`config.mk`:
```
export PLATFORM = sky130hd
export DESIGN_NAME = lidc_regs
export DESIGN_NICKNAME = d
export VERILOG_FILES = /design/src/hw/lidc_pkg.sv /design/src/hw/lidc_regs.sv /design/src/hw/lidc_busy_ack.sv
export SDC_FILE = /design/constraint.sdc
export NUM_CORES = 1
export LEC_CHECK = 0
export BUFFER_PORTS_ARGS = -buffer_cell sky130_fd_sc_hd__buf_2
export CAP_MARGIN = 30
export CELL_PAD_IN_SITES_DETAIL_PLACEMENT = 1
export CELL_PAD_IN_SITES_GLOBAL_PLACEMENT = 1
export CORE_UTILIZATION = 37
export CTS_BUF_LIST = sky130_fd_sc_hd__clkbuf_8
export DETAILED_ROUTE_END_ITERATION = 10
export PLACE_DENSITY_LB_ADDON = 0.1
export RECOVER_POWER = 25
export SLEW_MARGIN = 40
export SYNTH_ARGS = -nofsm -noshare
export SYNTH_HDL_FRONTEND = slang
export SYNTH_HIERARCHICAL = 1
export SYNTH_SLANG_ARGS = --single-unit
export TNS_END_PERCENT = 30
```
`constraint.sdc`:
```
create_clock -name clk -period 1.85 [get_ports clk]
set_input_delay 0.4625 -clock clk [delete_from_list [all_inputs] [get_ports clk]]
set_output_delay 0.4625 -clock clk [all_outputs]
set_load 0.02 [all_outputs]
```
`src/hw/lidc_pkg.sv`:
```
// How it works
// - Segment plus node number form own address.
// - Bus reset forces segment number to ones.
// - Node number loads after tree identification.
// - Low sixteen identity bits are read-only version.
// - Identity valid accepts packets for own node.
// - Hardware sets identity valid after self-ID.
// - Capture bit queues self-ID packets as one.
// - Code 000 follows packet's requested retry protocol.
// - Codes 001/010 force busy A/B when needed.
// - 011 single phase; 111 single phase, always busy.
// - Code 100 follows packet protocol, always busy.
// - Codes 101/110 busy A/B every packet.
// - Transmitter enable allows arbitration and sending.
`default_nettype none
package lidc_pkg;
  localparam logic [7:0]  IDENT_OFS        = 8'h00;
  localparam logic [7:0]  LCTL_OFS         = 8'h04;
  localparam int          SEG_LSB          = 22;
  localparam int          NODE_LSB         = 16;
  localparam int          IDV_BIT          = 31;
  localparam int          SIDCAP_BIT       = 30;
  localparam int          BUSY_LSB         = 27;
  localparam int          TXEN_BIT         = 26;
  localparam int          RXEN_BIT         = 25;
  localparam int          BFLAG_BIT        = 4;
  localparam logic [9:0]  SEG_RESET        = 10'h3FF;
  localparam logic [5:0]  NODE_RESET       = 6'h3F;
  localparam logic [31:0] LCTL_RESET       = 32'h46000000;
  // Arbitrary revision value.
  localparam logic [15:0] VERSION_DEFAULT  = 16'h0001;

  typedef enum logic [2:0] {
    LIDC_BC_PROTO   = 3'h0,
    LIDC_BC_DIAG_A  = 3'h1,
    LIDC_BC_DIAG_B  = 3'h2,
    LIDC_BC_SINGLE  = 3'h3,
    LIDC_BC_PROTO_F = 3'h4,
    LIDC_BC_ALL_A   = 3'h5,
    LIDC_BC_ALL_B   = 3'h6,
    LIDC_BC_SINGLE_F = 3'h7
  } lidc_busy_ctl_t;

  typedef enum logic [1:0] {
    LIDC_ACK_X = 2'h0,
    LIDC_ACK_A = 2'h1,
    LIDC_ACK_B = 2'h2
  } lidc_busy_code_t;

  typedef enum logic [1:0] {
    LIDC_ST_IDLE = 2'b00,
    LIDC_ST_TREE = 2'b01,
    LIDC_ST_SID  = 2'b11
  } lidc_state_t;
endpackage
`default_nettype wire

```
`src/hw/lidc_regs.sv`:
```
`timescale 1ns/1ps
`default_nettype none
module lidc_regs #(
  parameter int              ADDR_W  = 8,
  parameter logic [15:0]     VERSION = lidc_pkg::VERSION_DEFAULT
) (
  input  wire logic                      clk,
  input  wire logic                      resetn,
  input  wire logic [ADDR_W-1:0]         host_addr,
  input  wire logic [7:0]                host_wdata,
  input  wire logic                      host_wr,
  input  wire logic                      host_rd,
  output logic      [7:0]                host_rdata,
  input  wire logic                      bus_reset,
  input  wire logic                      tree_id_done,
  input  wire logic [5:0]                phy_node_number,
  input  wire logic                      self_id_done,
  input  wire logic                      sid_quad_valid,
  input  wire logic [31:0]               sid_quad_data,
  output logic                           aq_valid,
  output logic      [31:0]               aq_data,
  output logic                           aq_first,
  output logic                           aq_last,
  input  wire logic                      rx_hdr_valid,
  input  wire logic [15:0]               rx_dest_id,
  input  wire logic                      rx_busy_needed,
  input  wire logic                      rx_pkt_dual,
  output logic                           rx_accept,
  output logic                           ack_valid,
  output logic                           ack_busy,
  output lidc_pkg::lidc_busy_code_t      ack_code,
  input  wire logic                      tx_pending,
  output logic                           tx_arb_req,
  output logic                           tx_send_ok,
  output logic      [15:0]               tx_source_id,
  output logic                           receiver_enable
);
  import lidc_pkg::*;

  // Byte lanes take two address bits and the control word needs a third.
  if (ADDR_W < 3) begin : g_addr_w_check
    $error("lidc_regs: ADDR_W must be at least 3");
  end

  typedef struct packed {
    logic [9:0]      segment_number;
    logic [5:0]      node_number;
    logic            identity_valid;
    logic            self_ident_capture;
    lidc_busy_ctl_t  busy_ctl;
    logic            tx_enable;
    logic            rx_enable;
    lidc_state_t     state;
    logic            sid_any;
    logic [7:0]      rdata;
    logic            aq_valid;
    logic [31:0]     aq_data;
    logic            aq_first;
    logic            aq_last;
    logic            rx_accept;
  } lidc_st_t;

  lidc_st_t s_q;
  lidc_st_t s_d;

  logic [31:0]     ident_word;
  logic [31:0]     lctl_word;
  logic [31:0]     rd_word;
  logic            hit_ident;
  logic            hit_lctl;
  logic [1:0]      lane;
  logic [31:0]     lctl_new;
  logic            busy_phase;
  logic            own_match;

  // The busy decision runs a cycle behind the accept, when the receive FIFO level is known.
  lidc_busy_ack u_busy (
    .clk         (clk),
    .resetn      (resetn),
    .busy_ctl    (s_q.busy_ctl),
    .ack_req     (s_q.rx_accept),
    .busy_needed (rx_busy_needed),
    .pkt_dual    (rx_pkt_dual),
    .ack_valid   (ack_valid),
    .ack_busy    (ack_busy),
    .ack_code    (ack_code),
    .busy_phase  (busy_phase)
  );

  always_comb begin
    ident_word = {s_q.segment_number, s_q.node_number, VERSION};
    lctl_word = 32'h00000000;
    lctl_word[IDV_BIT] = s_q.identity_valid;
    lctl_word[SIDCAP_BIT] = s_q.self_ident_capture;
    lctl_word[BUSY_LSB +: 3] = s_q.busy_ctl;
    lctl_word[TXEN_BIT] = s_q.tx_enable;
    lctl_word[RXEN_BIT] = s_q.rx_enable;
    // The busy flag is status only; host writes never move the phase.
    lctl_word[BFLAG_BIT] = busy_phase;
  end

  always_comb begin
    s_d = s_q;
    lane = host_addr[1:0];
    hit_ident = ({host_addr[ADDR_W-1:2], 2'b00} == ADDR_W'(IDENT_OFS));
    hit_lctl  = ({host_addr[ADDR_W-1:2], 2'b00} == ADDR_W'(LCTL_OFS));
    rd_word = hit_ident ? ident_word : (hit_lctl ? lctl_word : 32'h00000000);
    lctl_new = lctl_word;
    lctl_new[lane*8 +: 8] = host_wdata;

    // Unmapped reads return zero; the byte is held until the next read.
    if (host_rd) begin
      s_d.rdata = rd_word[lane*8 +: 8];
    end

    if (host_wr && hit_ident) begin
      // Only the upper two byte lanes hold writable fields.
      if (lane == 2'd3) begin
        s_d.segment_number[9:2] = host_wdata;
      end
      if (lane == 2'd2) begin
        s_d.segment_number[1:0] = host_wdata[7:6];
        s_d.node_number = host_wdata[5:0];
      end
    end
    // Every writable control field sits in the top byte lane.
    if (host_wr && hit_lctl && lane == 2'd3) begin
      s_d.identity_valid = lctl_new[IDV_BIT];
      s_d.self_ident_capture = lctl_new[SIDCAP_BIT];
      s_d.busy_ctl = lidc_busy_ctl_t'(lctl_new[BUSY_LSB +: 3]);
      s_d.tx_enable = lctl_new[TXEN_BIT];
      s_d.rx_enable = lctl_new[RXEN_BIT];
    end

    s_d.aq_valid = 1'b0;
    s_d.aq_last = 1'b0;
    case (s_q.state)
      LIDC_ST_IDLE: begin
        s_d.state = LIDC_ST_IDLE;
      end
      LIDC_ST_TREE: begin
        if (tree_id_done) begin
          // The physical layer's node number beats a host write in the same cycle.
          s_d.node_number = phy_node_number;
          s_d.state = LIDC_ST_SID;
        end
      end
      LIDC_ST_SID: begin
        if (sid_quad_valid && s_q.self_ident_capture) begin
          s_d.aq_valid = 1'b1;
          s_d.aq_data = sid_quad_data;
          s_d.aq_first = ~s_q.sid_any;
          s_d.sid_any = 1'b1;
        end
        if (self_id_done) begin
          // Closing marker makes all quadlets one packet in the queue.
          s_d.aq_last = s_q.sid_any & s_q.self_ident_capture;
          s_d.identity_valid = 1'b1;
          s_d.state = LIDC_ST_IDLE;
        end
      end
      // An unused state code falls back to idle rather than wedging the sequence.
      default: begin
        s_d.state = LIDC_ST_IDLE;
      end
    endcase

    // A bus reset overrides a segment number or identity valid write in the same cycle.
    if (bus_reset) begin
      s_d.segment_number = SEG_RESET;
      s_d.identity_valid = 1'b0;
      s_d.sid_any = 1'b0;
      s_d.state = LIDC_ST_TREE;
    end

    // A register write lands one edge before it can steer an accept decision.
    own_match = (rx_dest_id == {s_q.segment_number, s_q.node_number});
    s_d.rx_accept = rx_hdr_valid && s_q.identity_valid && own_match;
  end

  always_ff @(posedge clk or negedge resetn) begin
    if (!resetn) begin
      s_q <= '{
        segment_number:     SEG_RESET,
        node_number:        NODE_RESET,
        identity_valid:     LCTL_RESET[IDV_BIT],
        self_ident_capture: LCTL_RESET[SIDCAP_BIT],
        busy_ctl:           lidc_busy_ctl_t'(LCTL_RESET[BUSY_LSB +: 3]),
        tx_enable:          LCTL_RESET[TXEN_BIT],
        rx_enable:          LCTL_RESET[RXEN_BIT],
        state:              LIDC_ST_IDLE,
        sid_any:            1'b0,
        rdata:              8'h00,
        aq_valid:           1'b0,
        aq_data:            32'h00000000,
        aq_first:           1'b0,
        aq_last:            1'b0,
        rx_accept:          1'b0
      };
    end else begin
      s_q <= s_d;
    end
  end

  assign host_rdata      = s_q.rdata;
  assign aq_valid        = s_q.aq_valid;
  assign aq_data         = s_q.aq_data;
  assign aq_first        = s_q.aq_first;
  assign aq_last         = s_q.aq_last;
  assign rx_accept       = s_q.rx_accept;
  // Arbitration is gated here so no request leaks out with the transmitter off.
  assign tx_arb_req      = s_q.tx_enable & tx_pending;
  assign tx_send_ok      = s_q.tx_enable;
  assign tx_source_id    = {s_q.segment_number, s_q.node_number};
  assign receiver_enable = s_q.rx_enable;
endmodule
`default_nettype wire

```
`src/hw/lidc_busy_ack.sv`:
```
`timescale 1ns/1ps
`default_nettype none
module lidc_busy_ack (
  input  wire logic                      clk,
  input  wire logic                      resetn,
  input  wire lidc_pkg::lidc_busy_ctl_t  busy_ctl,
  input  wire logic                      ack_req,
  input  wire logic                      busy_needed,
  input  wire logic                      pkt_dual,
  output logic                           ack_valid,
  output logic                           ack_busy,
  output lidc_pkg::lidc_busy_code_t      ack_code,
  output logic                           busy_phase
);
  import lidc_pkg::*;

  typedef struct packed {
    logic            valid;
    logic            busy;
    lidc_busy_code_t code;
    logic            phase;
  } lidc_ba_st_t;

  lidc_ba_st_t s_q;
  lidc_ba_st_t s_d;
  logic        forced;
  logic        send;
  lidc_busy_code_t code;

  always_comb begin
    s_d = s_q;
    forced = 1'b0;
    code = LIDC_ACK_X;
    case (busy_ctl)
      LIDC_BC_PROTO:    code = pkt_dual ? (s_q.phase ? LIDC_ACK_B : LIDC_ACK_A) : LIDC_ACK_X;
      LIDC_BC_DIAG_A:   code = LIDC_ACK_A;
      LIDC_BC_DIAG_B:   code = LIDC_ACK_B;
      LIDC_BC_SINGLE:   code = LIDC_ACK_X;
      LIDC_BC_PROTO_F: begin
        forced = 1'b1;
        code = pkt_dual ? (s_q.phase ? LIDC_ACK_B : LIDC_ACK_A) : LIDC_ACK_X;
      end
      LIDC_BC_ALL_A: begin
        forced = 1'b1;
        code = LIDC_ACK_A;
      end
      LIDC_BC_ALL_B: begin
        forced = 1'b1;
        code = LIDC_ACK_B;
      end
      LIDC_BC_SINGLE_F: begin
        forced = 1'b1;
        code = LIDC_ACK_X;
      end
      default: code = LIDC_ACK_X;
    endcase
    send = busy_needed | forced;
    s_d.valid = ack_req;
    if (ack_req) begin
      s_d.busy = send;
      s_d.code = send ? code : LIDC_ACK_X;
      // The phase only alternates when a dual-phase busy actually goes out.
      if (send && code != LIDC_ACK_X) begin
        s_d.phase = ~s_q.phase;
      end
    end
  end

  always_ff @(posedge clk or negedge resetn) begin
    if (!resetn) begin
      s_q <= '{valid: 1'b0, busy: 1'b0, code: LIDC_ACK_X, phase: 1'b0};
    end else begin
      s_q <= s_d;
    end
  end

  assign ack_valid  = s_q.valid;
  assign ack_busy   = s_q.busy;
  assign ack_code   = s_q.code;
  assign busy_phase = s_q.phase;
endmodule
`default_nettype wire

```
==> results of run 1 <==
## layout by cell type, fill, tap and decap left out, types with 2 or more instances in the layout
| cell | synthesis | layout |
|---|---|---|
| buf_2 | 1 | 147 |
| nand2_1 | 105 | 105 |
| dfrtp_1 | 56 | 56 |
| buf_4 | 56 | 21 |
| a21oi_1 | 20 | 20 |
| dfstp_2 | 19 | 19 |
| nor2_1 | 18 | 18 |
| inv_1 | 16 | 16 |
| xnor2_1 | 14 | 14 |
| mux2i_1 | 12 | 12 |
| nor3_1 | 11 | 11 |
| nand3_1 | 9 | 9 |
| o21ai_0 | 9 | 9 |
| clkbuf_8 | 0 | 9 |
| a22o_1 | 6 | 6 |
| o2bb2ai_1 | 6 | 6 |
| nand4_1 | 4 | 4 |
| nand3b_1 | 3 | 3 |
| xor2_1 | 3 | 3 |
| ha_1 | 3 | 3 |
| clkinv_2 | 0 | 3 |
| bufinv_16 | 0 | 3 |
| buf_12 | 0 | 3 |
| nor4_4 | 2 | 2 |
| nor4_2 | 1 | 2 |
| nor2b_1 | 2 | 2 |
| a211o_1 | 2 | 2 |
| o32ai_1 | 2 | 2 |
## per-stage QoR
| stage | instances | utilization (%) |
|---|---|---|
| floorplan | 408 | - |
| global placement | 643 | 45.2 |
| detailed placement | 643 | 45.2 |
| CTS | 658 | 47.5 |
| global route | 658 | 47.5 |
| finish | 658 | 47.5 |
## final timing paths
path,startpoint,to,depth (start not counted)
max,tx_source_id[4]$_DFF_PN1_,rx_accept$_DFF_PN0_,4
min,sid_quad_data[4],aq_data[4]$_DFFE_PN0P_,3
max reg2reg,tx_source_id[4]$_DFF_PN1_,rx_accept$_DFF_PN0_,4
min reg2reg,aq_data[31]$_DFFE_PN0P_,aq_data[31]$_DFFE_PN0P_,2
max in group asynchronous,resetn,aq_data[14]$_DFFE_PN0P_,2
min in group asynchronous,resetn,host_rdata[1]$_DFFE_PN0P_,1
## layout make-up
cell class	count	area [um2]	share of cell area (%)
clock buffers	9	124	2.63
clock inverters	6	105	2.23
inverters	16	60.1	1.27
multi-input cells	247	1400	29.7
flip-flops and latches	75	1900	40.3
well taps	133	166	3.53
repair buffers	172	957	20.3
## registers in the layout, indices dropped and copies added (netlist names), 2 cells and up, named ones only
name and flops:
aq_data 32, u_busy/ack_code 2, tx_source_id 16, host_rdata 8, s_q 3
## cells by family (layout without fill, tap and decap cells)
| family | count (synthesis) | in the layout | share of synthesized area [%] |
|---|---|---|---|
| buffers and inverters | 86 | 203 | 14.1 |
| and+or+nand+nor | 164 | 164 | 19.5 |
| AOI/OAI and AO/OA | 50 | 50 | 8.55 |
| DFF | 75 | 75 | 49.6 |
| xor gates and xnor gates | 17 | 17 | 3.88 |
| muxes | 13 | 13 | 3.43 |
| adders and majority gates | 3 | 3 | 0.979 |
## power breakdown
| group | leakage (nW) | switching, mW | internal [mW] |
|---|---|---|---|
| sequential | 0.953 | 0.0448 | 1.71 |
| clock | 0.119 | 0.600 | 0.882 |
| combinational | 1.37 | 0.276 | 0.205 |
## tightest hold or removal path, cell delays in order
cell and delay [ns]:
buf_2 0.07, nand2_1 0.04, nand2_1 0.04
## per-layer routing
metal  vias up  routed length (um)  share of wire, %  GRT usage (%)
met5         -                   0                 0              0
met4         0                 110               1.1           5.41
met3        10                 419               4.1           4.09
met2        93                5040                49           32.7
met1      1521                4780                46           27.6
li1       1507                   -                 -              -
==> impl_metrics.py, run 1 <==
metrics = {
    "outcome": {
        "status": "completed",
    },
    "clock_network": {
        "htreeDepth": 3,
        "cts-root-buf": "clkbuf_8",
        "numCtsBuffers": 9,
        "cts_buffer_depth": 2,
        "cts_hold_buf": 0,
        "clock_latency_ns": 0.34,
        "post_cts_resized": 0,
        "cts.sinks": 75,
        "path_clk_slew_ns": 0.08,
        "cts_setup_buffers": 0,
        "cts_tree": "done",
    },
    "global_route": {
        "grt_pass1_vias": 3293,
        "track_usage_pct": 20.2,
        "grt-ovfl-total": 0,
        "antenna_found_initial": 0,
        "grt_first_pass_wirelength_um": 17100,
        "grt_max_degree": 35,
    },
    "job": {
        "drv_cap": 0,
    },
    "critical_path": {
        "slowest_stage": "or4_1",
        "critical_path_buf_inv_count": 0,
        "cp-start-kind": "flop",
        "path_max_fanout": 2,
        "crit_family": "simple AND/OR/NAND/NOR gates",
        "r2r_setup_slack_ns": 0.07,
        "critPathRequiredTime_ns": 2.07,
        "cp_cell_sequence": "xnor2_1, nand4_1, or4_1, nor4_2",
        "worstSetupPathType": "flop to flop",
        "crit_arrival_ns": 2.01,
        "endpoint_kind": "flop",
        "max_stage_delay_ns": 0.61,
    },
    "yosys": {
        "syn_area_mm2": 0.00383,
        "synthArstFlopShare_pct": 100,
        "syn_nets": 493,
        "ys_seq_area_share_pct": 49.6,
        "yosys.area.top_type": "dfrtp_1",
        "yosys-top-cells-area": "dfrtp_1, dfstp_2, buf_4",
        "synthCells": 408,
        "synth.most_common_cell": "nand2_1",
        "ys_types": 41,
        "yosysWarnings": 6,
        "ys.flop_type": "dfrtp_1",
        "synth_edf_count": 0,
        "synthTopCellsByCount": "nand2_1, buf_4, dfrtp_1",
        "synth_top_area_share_pct": 36.6,
        "ys_ff_latch": 75,
        "syn_area_per_cell_um2": 9.40,
    },
    "sta": {
        "min_period_over_period_pct": 96.5,
        "whs_ns": 0.306,
        "fin_setup_tns_ns": 0,
        "setup_ws_ns": 0.0653,
        "tightestPinTransition_ns": 1.33,
        "max_clock_freq_ghz": 0.560,
        "skew_ns": 0.0103,
        "hold_viol": 0,
        "rsz0062_at_grt": "false",
        "relSlewSlack_pct": 11.2,
        "finalMaxSlewViolations": 0,
        "setup_viol": 0,
        "fin_crit_ns": 1.78,
    },
    "placement": {
        "place_hpwl_um": 7940,
        "port_buffers": 148,
        "place_ws_ns": -0.242,
        "gp_congestion": 0.780,
        "placed_area_mm2": 0.00448,
    },
    "drt": {
        "antenna_left": 0,
        "wl_um": 10300,
        "drc": 0,
        "drt_iter0_drc": 100,
        "vias": 3131,
        "viasPerCell": 4.76,
        "first_pass_iters": 4,
        "routedWlPerCell_um": 15.7,
    },
    "power": {
        "power.density_mw_per_mm2": 789,
        "leakagePower_nw": 2.44,
        "power_mw": 3.72,
        "vdd_drop_max_mv": 0.315,
    },
    "cells_and_area": {
        "nets": 606,
        "final_layout_size_suffix_gt1_share_pct": 40.8,
        "fillers": 1204,
        "final_area_mm2": 0.00471,
        "area_growth_pct": 22.9,
        "antenna_cells": 0,
    },
    "floorplan": {
        "dieHeight_um": 104,
        "die_w_um": 104,
        "core_mm2": 0.00991,
        "die_area_mm2": 0.0108,
        "num_rows": 36,
        "num_io_pins": 149,
        "start_util_pct": 38.7,
    },
    "worst_hold_path": {
        "min_path_type": "input port to flop",
    },
}
No activity file was read; power rests on OpenSTA's default activity.
==> run 2, diff against run 1 <==
--- a/config.mk
+++ b/config.mk
@@ -5,13 +5,13 @@
 export SDC_FILE = /design/constraint.sdc
 export NUM_CORES = 1
 export LEC_CHECK = 0
-export BUFFER_PORTS_ARGS = -buffer_cell sky130_fd_sc_hd__buf_2
 export CAP_MARGIN = 30
 export CELL_PAD_IN_SITES_DETAIL_PLACEMENT = 1
 export CELL_PAD_IN_SITES_GLOBAL_PLACEMENT = 1
-export CORE_UTILIZATION = 37
+export CORE_UTILIZATION = 40
 export CTS_BUF_LIST = sky130_fd_sc_hd__clkbuf_8
 export DETAILED_ROUTE_END_ITERATION = 10
+export DONT_BUFFER_PORTS = 1
 export PLACE_DENSITY_LB_ADDON = 0.1
 export RECOVER_POWER = 25
 export SLEW_MARGIN = 40
==> run 2 against run 1 <==
Against the previous run:
- the flow now finishes with violations (hold timing)
- critical path depth unchanged
- combinational power decreased by 48%
- global-route usage decreased by 0.60 points
- first-iteration DRC count fell by 46%
- clock power up 16%
- fmax grew 3.0%
- critical endpoint unchanged
- largest cell class unchanged
==> impl_metrics.py, run 2 (synthesized netlist as in run 1, its figures left out) <==
metrics = {
    "power": {
        "power.density_mw_per_mm2": 936,
        "vdd_drop_max_mv": 0.604,
        "leakagePower_nw": 1.82,
    },
    "critical_path": {
        "crit_arrival_ns": 1.95,
        "cp_cell_sequence": "xnor2_1, nand4_1, or4_1, nor4_1",
        "max_stage_delay_ns": 0.56,
        "critPathRequiredTime_ns": 2.07,
        "slowest_stage": "dfstp_2",
        "crit_family": "simple AND/OR/NAND/NOR gates",
        "r2r_setup_slack_ns": 0.12,
        "reg2reg_to": "rx_accept$_DFF_PN0_",
        "path_max_fanout": 2,
        "reg2reg_depth": 4,
        "reg2reg_from": "tx_source_id[15]$_DFFE_PN1P_",
        "endpoint_kind": "flop",
        "cp-start-kind": "flop",
        "worstSetupPathType": "flop to flop",
        "critical_path_buf_inv_count": 0,
    },
    "cells_and_area": {
        "regArea_mm2": 0.00190,
        "final_util_pct": 43.0,
        "largest_reg_flops": 32,
        "final_layout_size_suffix_gt1_share_pct": 17.5,
        "antenna_cells": 0,
        "fillers": 1085,
        "nets": 458,
        "mostFrequentLayoutCells": "nand2_1, dfrtp_1, buf_4",
        "area_growth_pct": 4.18,
        "final_common_cell": "nand2_1",
        "multi_input_area_mm2": 0.00139,
    },
    "placement": {
        "place_hpwl_um": 6800,
        "place_ws_ns": -0.110,
        "gp_congestion": 0.766,
        "port_buffers": 0,
    },
    "clock_network": {
        "cts_buffer_depth": 2,
        "post_cts_resized": 0,
        "numCtsBuffers": 9,
        "cts-root-buf": "clkbuf_8",
        "cts_tree": "done",
        "clock_latency_ns": 0.34,
        "htreeDepth": 3,
        "path_clk_slew_ns": 0.09,
        "cts.sinks": 75,
        "cts_setup_buffers": 0,
    },
    "drt": {
        "routedWlPerCell_um": 18.6,
        "antenna_left": 0,
        "viasPerCell": 5.08,
        "drc": 0,
        "drt_iter0_drc": 54,
        "first_pass_iters": 4,
        "vias": 2576,
        "wl_um": 9430,
    },
    "global_route": {
        "grt_max_degree": 76,
        "grt_pass1_vias": 2621,
        "antenna_found_initial": 0,
        "grt_first_pass_wirelength_um": 14700,
        "track_usage_pct": 19.6,
        "grt-ovfl-total": 0,
    },
    "sta": {
        "finalMaxSlewViolations": 0,
        "whs_ns": -0.186,
        "min_period_over_period_pct": 93.7,
        "fin_crit_ns": 1.73,
        "setup_viol": 0,
        "relSlewSlack_pct": 62.4,
        "max_clock_freq_ghz": 0.577,
        "setup_ws_ns": 0.117,
        "hold_viol": 68,
        "tightestPinTransition_ns": 0.562,
        "skew_ns": 0.0116,
        "rsz0062_at_grt": "false",
    },
    "job": {
        "drv_cap": 0,
    },
    "floorplan": {
        "num_rows": 35,
        "num_io_pins": 149,
        "dieHeight_um": 99.9,
        "core_mm2": 0.00928,
        "start_util_pct": 41.3,
        "die_area_mm2": 0.00998,
        "die_w_um": 99.9,
    },
    "worst_hold_path": {
        "min_path_type": "input port to async pin",
    },
    "outcome": {
        "violations": "hold timing",
        "status": "complete, but fails checks",
    },
}
## run 2: where the power goes
part	internal (mW)	switching, mW
sequential	1.71	0.0730
combinational	0.115	0.133
clock	1.10	0.608
## run 2: layer usage
metal	global-route usage, %	vias up	wire [um]	part of all wire (%)
met3	7.17	6	691	7.3
met2	29.7	82	4380	46
met1	26.8	1275	4290	46
li1	-	1213	-	-
met4	4.41	0	71	0.75
met5	0	-	0	0
## run 2: stage by stage
step / TNS [ns] / hold slack, ns / total power [mW] / cells / cell area, um2
floorplan: -1.87 / 0.167 / 2.04 / 408 / 3830
detailed placement: -1.59 / 0.169 / 2.06 / 491 / 3720
CTS: 0 / -0.215 / 3.79 / 507 / 3990
global placement: -0.935 / 0.169 / 2.06 / 491 / 3720
finish: 0 / -0.186 / 3.74 / 507 / 3990
global route: 0 / -0.223 / 3.89 / 507 / 3990
## run 2: worst register-to-register path: cells and delay by family (launching register included)
kind                      cells  cell delay, ns
xor gates and xnor gates      1            0.12
DFF                           1            0.56
and+or+nand+nor               3            0.92
## run 2: cell type report
type	instances	area share, %
Timing Repair Buffer	24	5.14
Inverter	16	1.50
Multi-Input combinational cell	247	34.8
Sequential cell	75	47.6
Tap cell	129	4.04
Clock buffer	11	3.79
Clock inverter	5	3.10
## run 2: worst max-delay path by stage
| stage | startpoint | end | slack (ns) | cells after the start |
|---|---|---|---|---|
| 2_1_floorplan | host_addr[5] | tx_source_id[6]$_DFFE_PN1P_ | -0.16 | 5 |
| 3_3_place_gp | host_addr[5] | lctl_word[31]$_DFF_PN0_ | -0.1 | 4 |
| 3_5_place_dp | host_addr[5] | lctl_word[31]$_DFF_PN0_ | -0.11 | 4 |
| 4_1_cts | flop | tx_arb_req | 0.13 | 1 |
| 5_1_grt | tx_source_id[4]$_DFF_PN1_ | rx_accept$_DFF_PN0_ | 0.02 | 4 |
| 6_report | tx_source_id[15]$_DFFE_PN1P_ | rx_accept$_DFF_PN0_ | 0.12 | 4 |
==> run 3, diff against run 2 <==
--- a/config.mk
+++ b/config.mk
@@ -12,7 +12,7 @@
 export CTS_BUF_LIST = sky130_fd_sc_hd__clkbuf_8
 export DETAILED_ROUTE_END_ITERATION = 10
 export DONT_BUFFER_PORTS = 1
-export PLACE_DENSITY_LB_ADDON = 0.1
+export PLACE_DENSITY = 0.75
 export RECOVER_POWER = 25
 export SLEW_MARGIN = 40
 export SYNTH_ARGS = -nofsm -noshare
==> run 3 against run 2 <==
Against the previous run:
- the run still ends with hold timing left
- via count rose by 1.9%
- routed wire length grew 0.14%
- utilization down 0.53 points
- die area stayed put
- design area down 1.2%
- non-clock buffer count is 2 lower
==> impl_metrics.py, run 3 (synthesized netlist as in run 1, its figures left out) <==
metrics = {
    "drt": {
        "viasPerCell": 5.20,
        "routedWlPerCell_um": 18.7,
        "antenna_left": 0,
        "first_pass_iters": 4,
        "drt_iter0_drc": 73,
        "vias": 2625,
        "wl_um": 9440,
        "drc": 0,
    },
    "clock_network": {
        "clock_latency_ns": 0.33,
        "numCtsBuffers": 9,
        "cts_buffer_depth": 2,
        "cts.sinks": 75,
        "cts-root-buf": "clkbuf_8",
        "path_clk_slew_ns": 0.08,
        "cts_tree": "done",
        "cts_setup_buffers": 0,
        "htreeDepth": 3,
    },
    "power": {
        "p_int_mw": 2.57,
        "leakagePower_nw": 1.80,
        "clock_power_share_pct": 39.7,
        "seqPwrFrac_pct": 52.8,
        "switching_share_pct": 24.0,
        "p_sw_uw": 809,
        "combPwrFrac_pct": 7.4,
        "vdd_drop_max_mv": 0.350,
        "power.density_mw_per_mm2": 857,
    },
    "sta": {
        "tightestPinTransition_ns": 0.546,
        "skew_ns": 0.00888,
        "fin_setup_tns_ns": 0,
        "hold_viol": 74,
        "finalMaxSlewViolations": 0,
        "whs_ns": -0.180,
        "relSlewSlack_pct": 63.5,
        "setup_viol": 0,
        "max_clock_freq_ghz": 0.559,
        "setup_ws_ns": 0.0602,
        "min_period_over_period_pct": 96.7,
        "fin_crit_ns": 1.79,
    },
    "global_route": {
        "grt-ovfl-total": 0,
        "grt_pass1_vias": 2820,
        "grt_max_degree": 76,
        "grt_use_met1_pct": 23.9,
        "antenna_found_initial": 0,
        "grt_first_pass_wirelength_um": 15000,
        "grt_use_met3_pct": 5.43,
        "use_met2_pct": 33.1,
        "track_usage_pct": 19.5,
        "grt_busiest_layer": "met2",
    },
    "cells_and_area": {
        "largest_reg_flops": 32,
        "final_util_pct": 42.5,
        "final_common_cell": "nand2_1",
        "area_growth_pct": 2.90,
        "mostFrequentLayoutCells": "nand2_1, dfrtp_1, a21oi_1",
        "final_layout_size_suffix_gt1_share_pct": 17.3,
        "antenna_cells": 0,
        "fillers": 1083,
        "nets": 456,
    },
    "floorplan": {
        "dieHeight_um": 99.9,
        "core_mm2": 0.00928,
        "start_util_pct": 41.3,
        "die_w_um": 99.9,
        "num_io_pins": 149,
        "num_rows": 35,
        "die_area_mm2": 0.00998,
    },
    "placement": {
        "place_hpwl_um": 7060,
        "place_ws_ns": -0.109,
        "port_buffers": 0,
        "gp_congestion": 0.815,
    },
    "critical_path": {
        "worstSetupPathType": "flop to flop",
        "reg2reg_depth": 5,
        "cp-start-kind": "flop",
        "reg2reg_from": "tx_source_id[15]$_DFFE_PN1P_",
        "max_stage_delay_ns": 0.57,
        "cp_cell_sequence": "xnor2_1, nand4_1, or4_4, nor4_4, buf_4",
        "endpoint_kind": "flop",
        "reg2reg_to": "rx_accept$_DFF_PN0_",
        "crit_arrival_ns": 2.06,
        "r2r_setup_slack_ns": 0.06,
        "path_max_fanout": 2,
        "critPathRequiredTime_ns": 2.12,
        "slowest_stage": "or4_4",
    },
    "job": {
        "drv_cap": 0,
    },
    "worst_hold_path": {
        "min_path_type": "input port to async pin",
    },
    "outcome": {
        "violations": "hold timing",
        "status": "complete, but fails checks",
    },
}
==> run 3: cell count changes in the layout (fill, tap and decap cells not counted), sizes merged <==
cell / delta
clkinv: +3
inv: +1
clkbuf: -2
bufinv: -2
buf: -2
==> run 3: power groups by stage <==
stage / sequential (mW) / clock [mW] / combinational, mW
finish: 1.79 / 1.34 / 0.252
detailed placement: 1.82 / 0 / 0.248
CTS: 1.79 / 1.40 / 0.251
floorplan: 1.78 / 0 / 0.267
global route: 1.79 / 1.46 / 0.278
global placement: 1.81 / 0 / 0.237
==> run 3: repair_timing <==
action / in CTS / in global routing
hold endpoints to repair: 75 / 75
pin swaps: 0 / 1
setup endpoints to repair: 1 / 1
gates resized for setup: 1 / 2
gates cloned: 0 / 0
==> run 3: worst max-delay path: cells and delay by family (launching register included) <==
kind | cells | cell delay (ns)
xor+xnor | 1 | 0.12
buf+inv | 1 | 0.15
flops | 1 | 0.56
simple gates | 3 | 0.90
==> run 3: cell type report <==
type	instances	area (um2)	area share, %
clock inverters	7	86.3	2.19
flip-flops and latches	75	1900	48.2
repair buffers	22	203	5.14
inverters	16	60.1	1.52
clock buffers	9	124	3.14
well taps	129	161	4.09
multi-input cells	247	1410	35.7
==> run 3: stage by stage <==
stage | cells | total power, mW | instance area (um2) | hold WS, ns
floorplan | 408 | 2.04 | 3830 | 0.167
global placement | 489 | 2.05 | 3720 | 0.170
detailed placement | 489 | 2.07 | 3720 | 0.170
CTS | 505 | 3.44 | 3930 | -0.213
global route | 505 | 3.53 | 3950 | -0.216
finish | 505 | 3.38 | 3950 | -0.180
==> run 3: per-layer routing <==
metal / share of wire (%) / up-vias
met4: 1.0 / 0
met5: 0 / -
met2: 51 / 83
met3: 6.5 / 11
li1: - / 1223
met1: 41 / 1308
==> run 3: worst max path at each step <==
stage	startpoint	slack, ns	end	cells past startpoint
4_1_cts	tx_source_id[15]$_DFFE_PN1P_	0.06	rx_accept$_DFF_PN0_	5
3_3_place_gp	host_addr[5]	-0.08	lctl_word[31]$_DFF_PN0_	4
5_1_grt	tx_source_id[15]$_DFFE_PN1P_	-0.01	rx_accept$_DFF_PN0_	5
6_report	tx_source_id[15]$_DFFE_PN1P_	0.06	rx_accept$_DFF_PN0_	5
3_5_place_dp	host_addr[5]	-0.11	lctl_word[31]$_DFF_PN0_	4
2_1_floorplan	host_addr[5]	-0.16	tx_source_id[6]$_DFFE_PN1P_	5
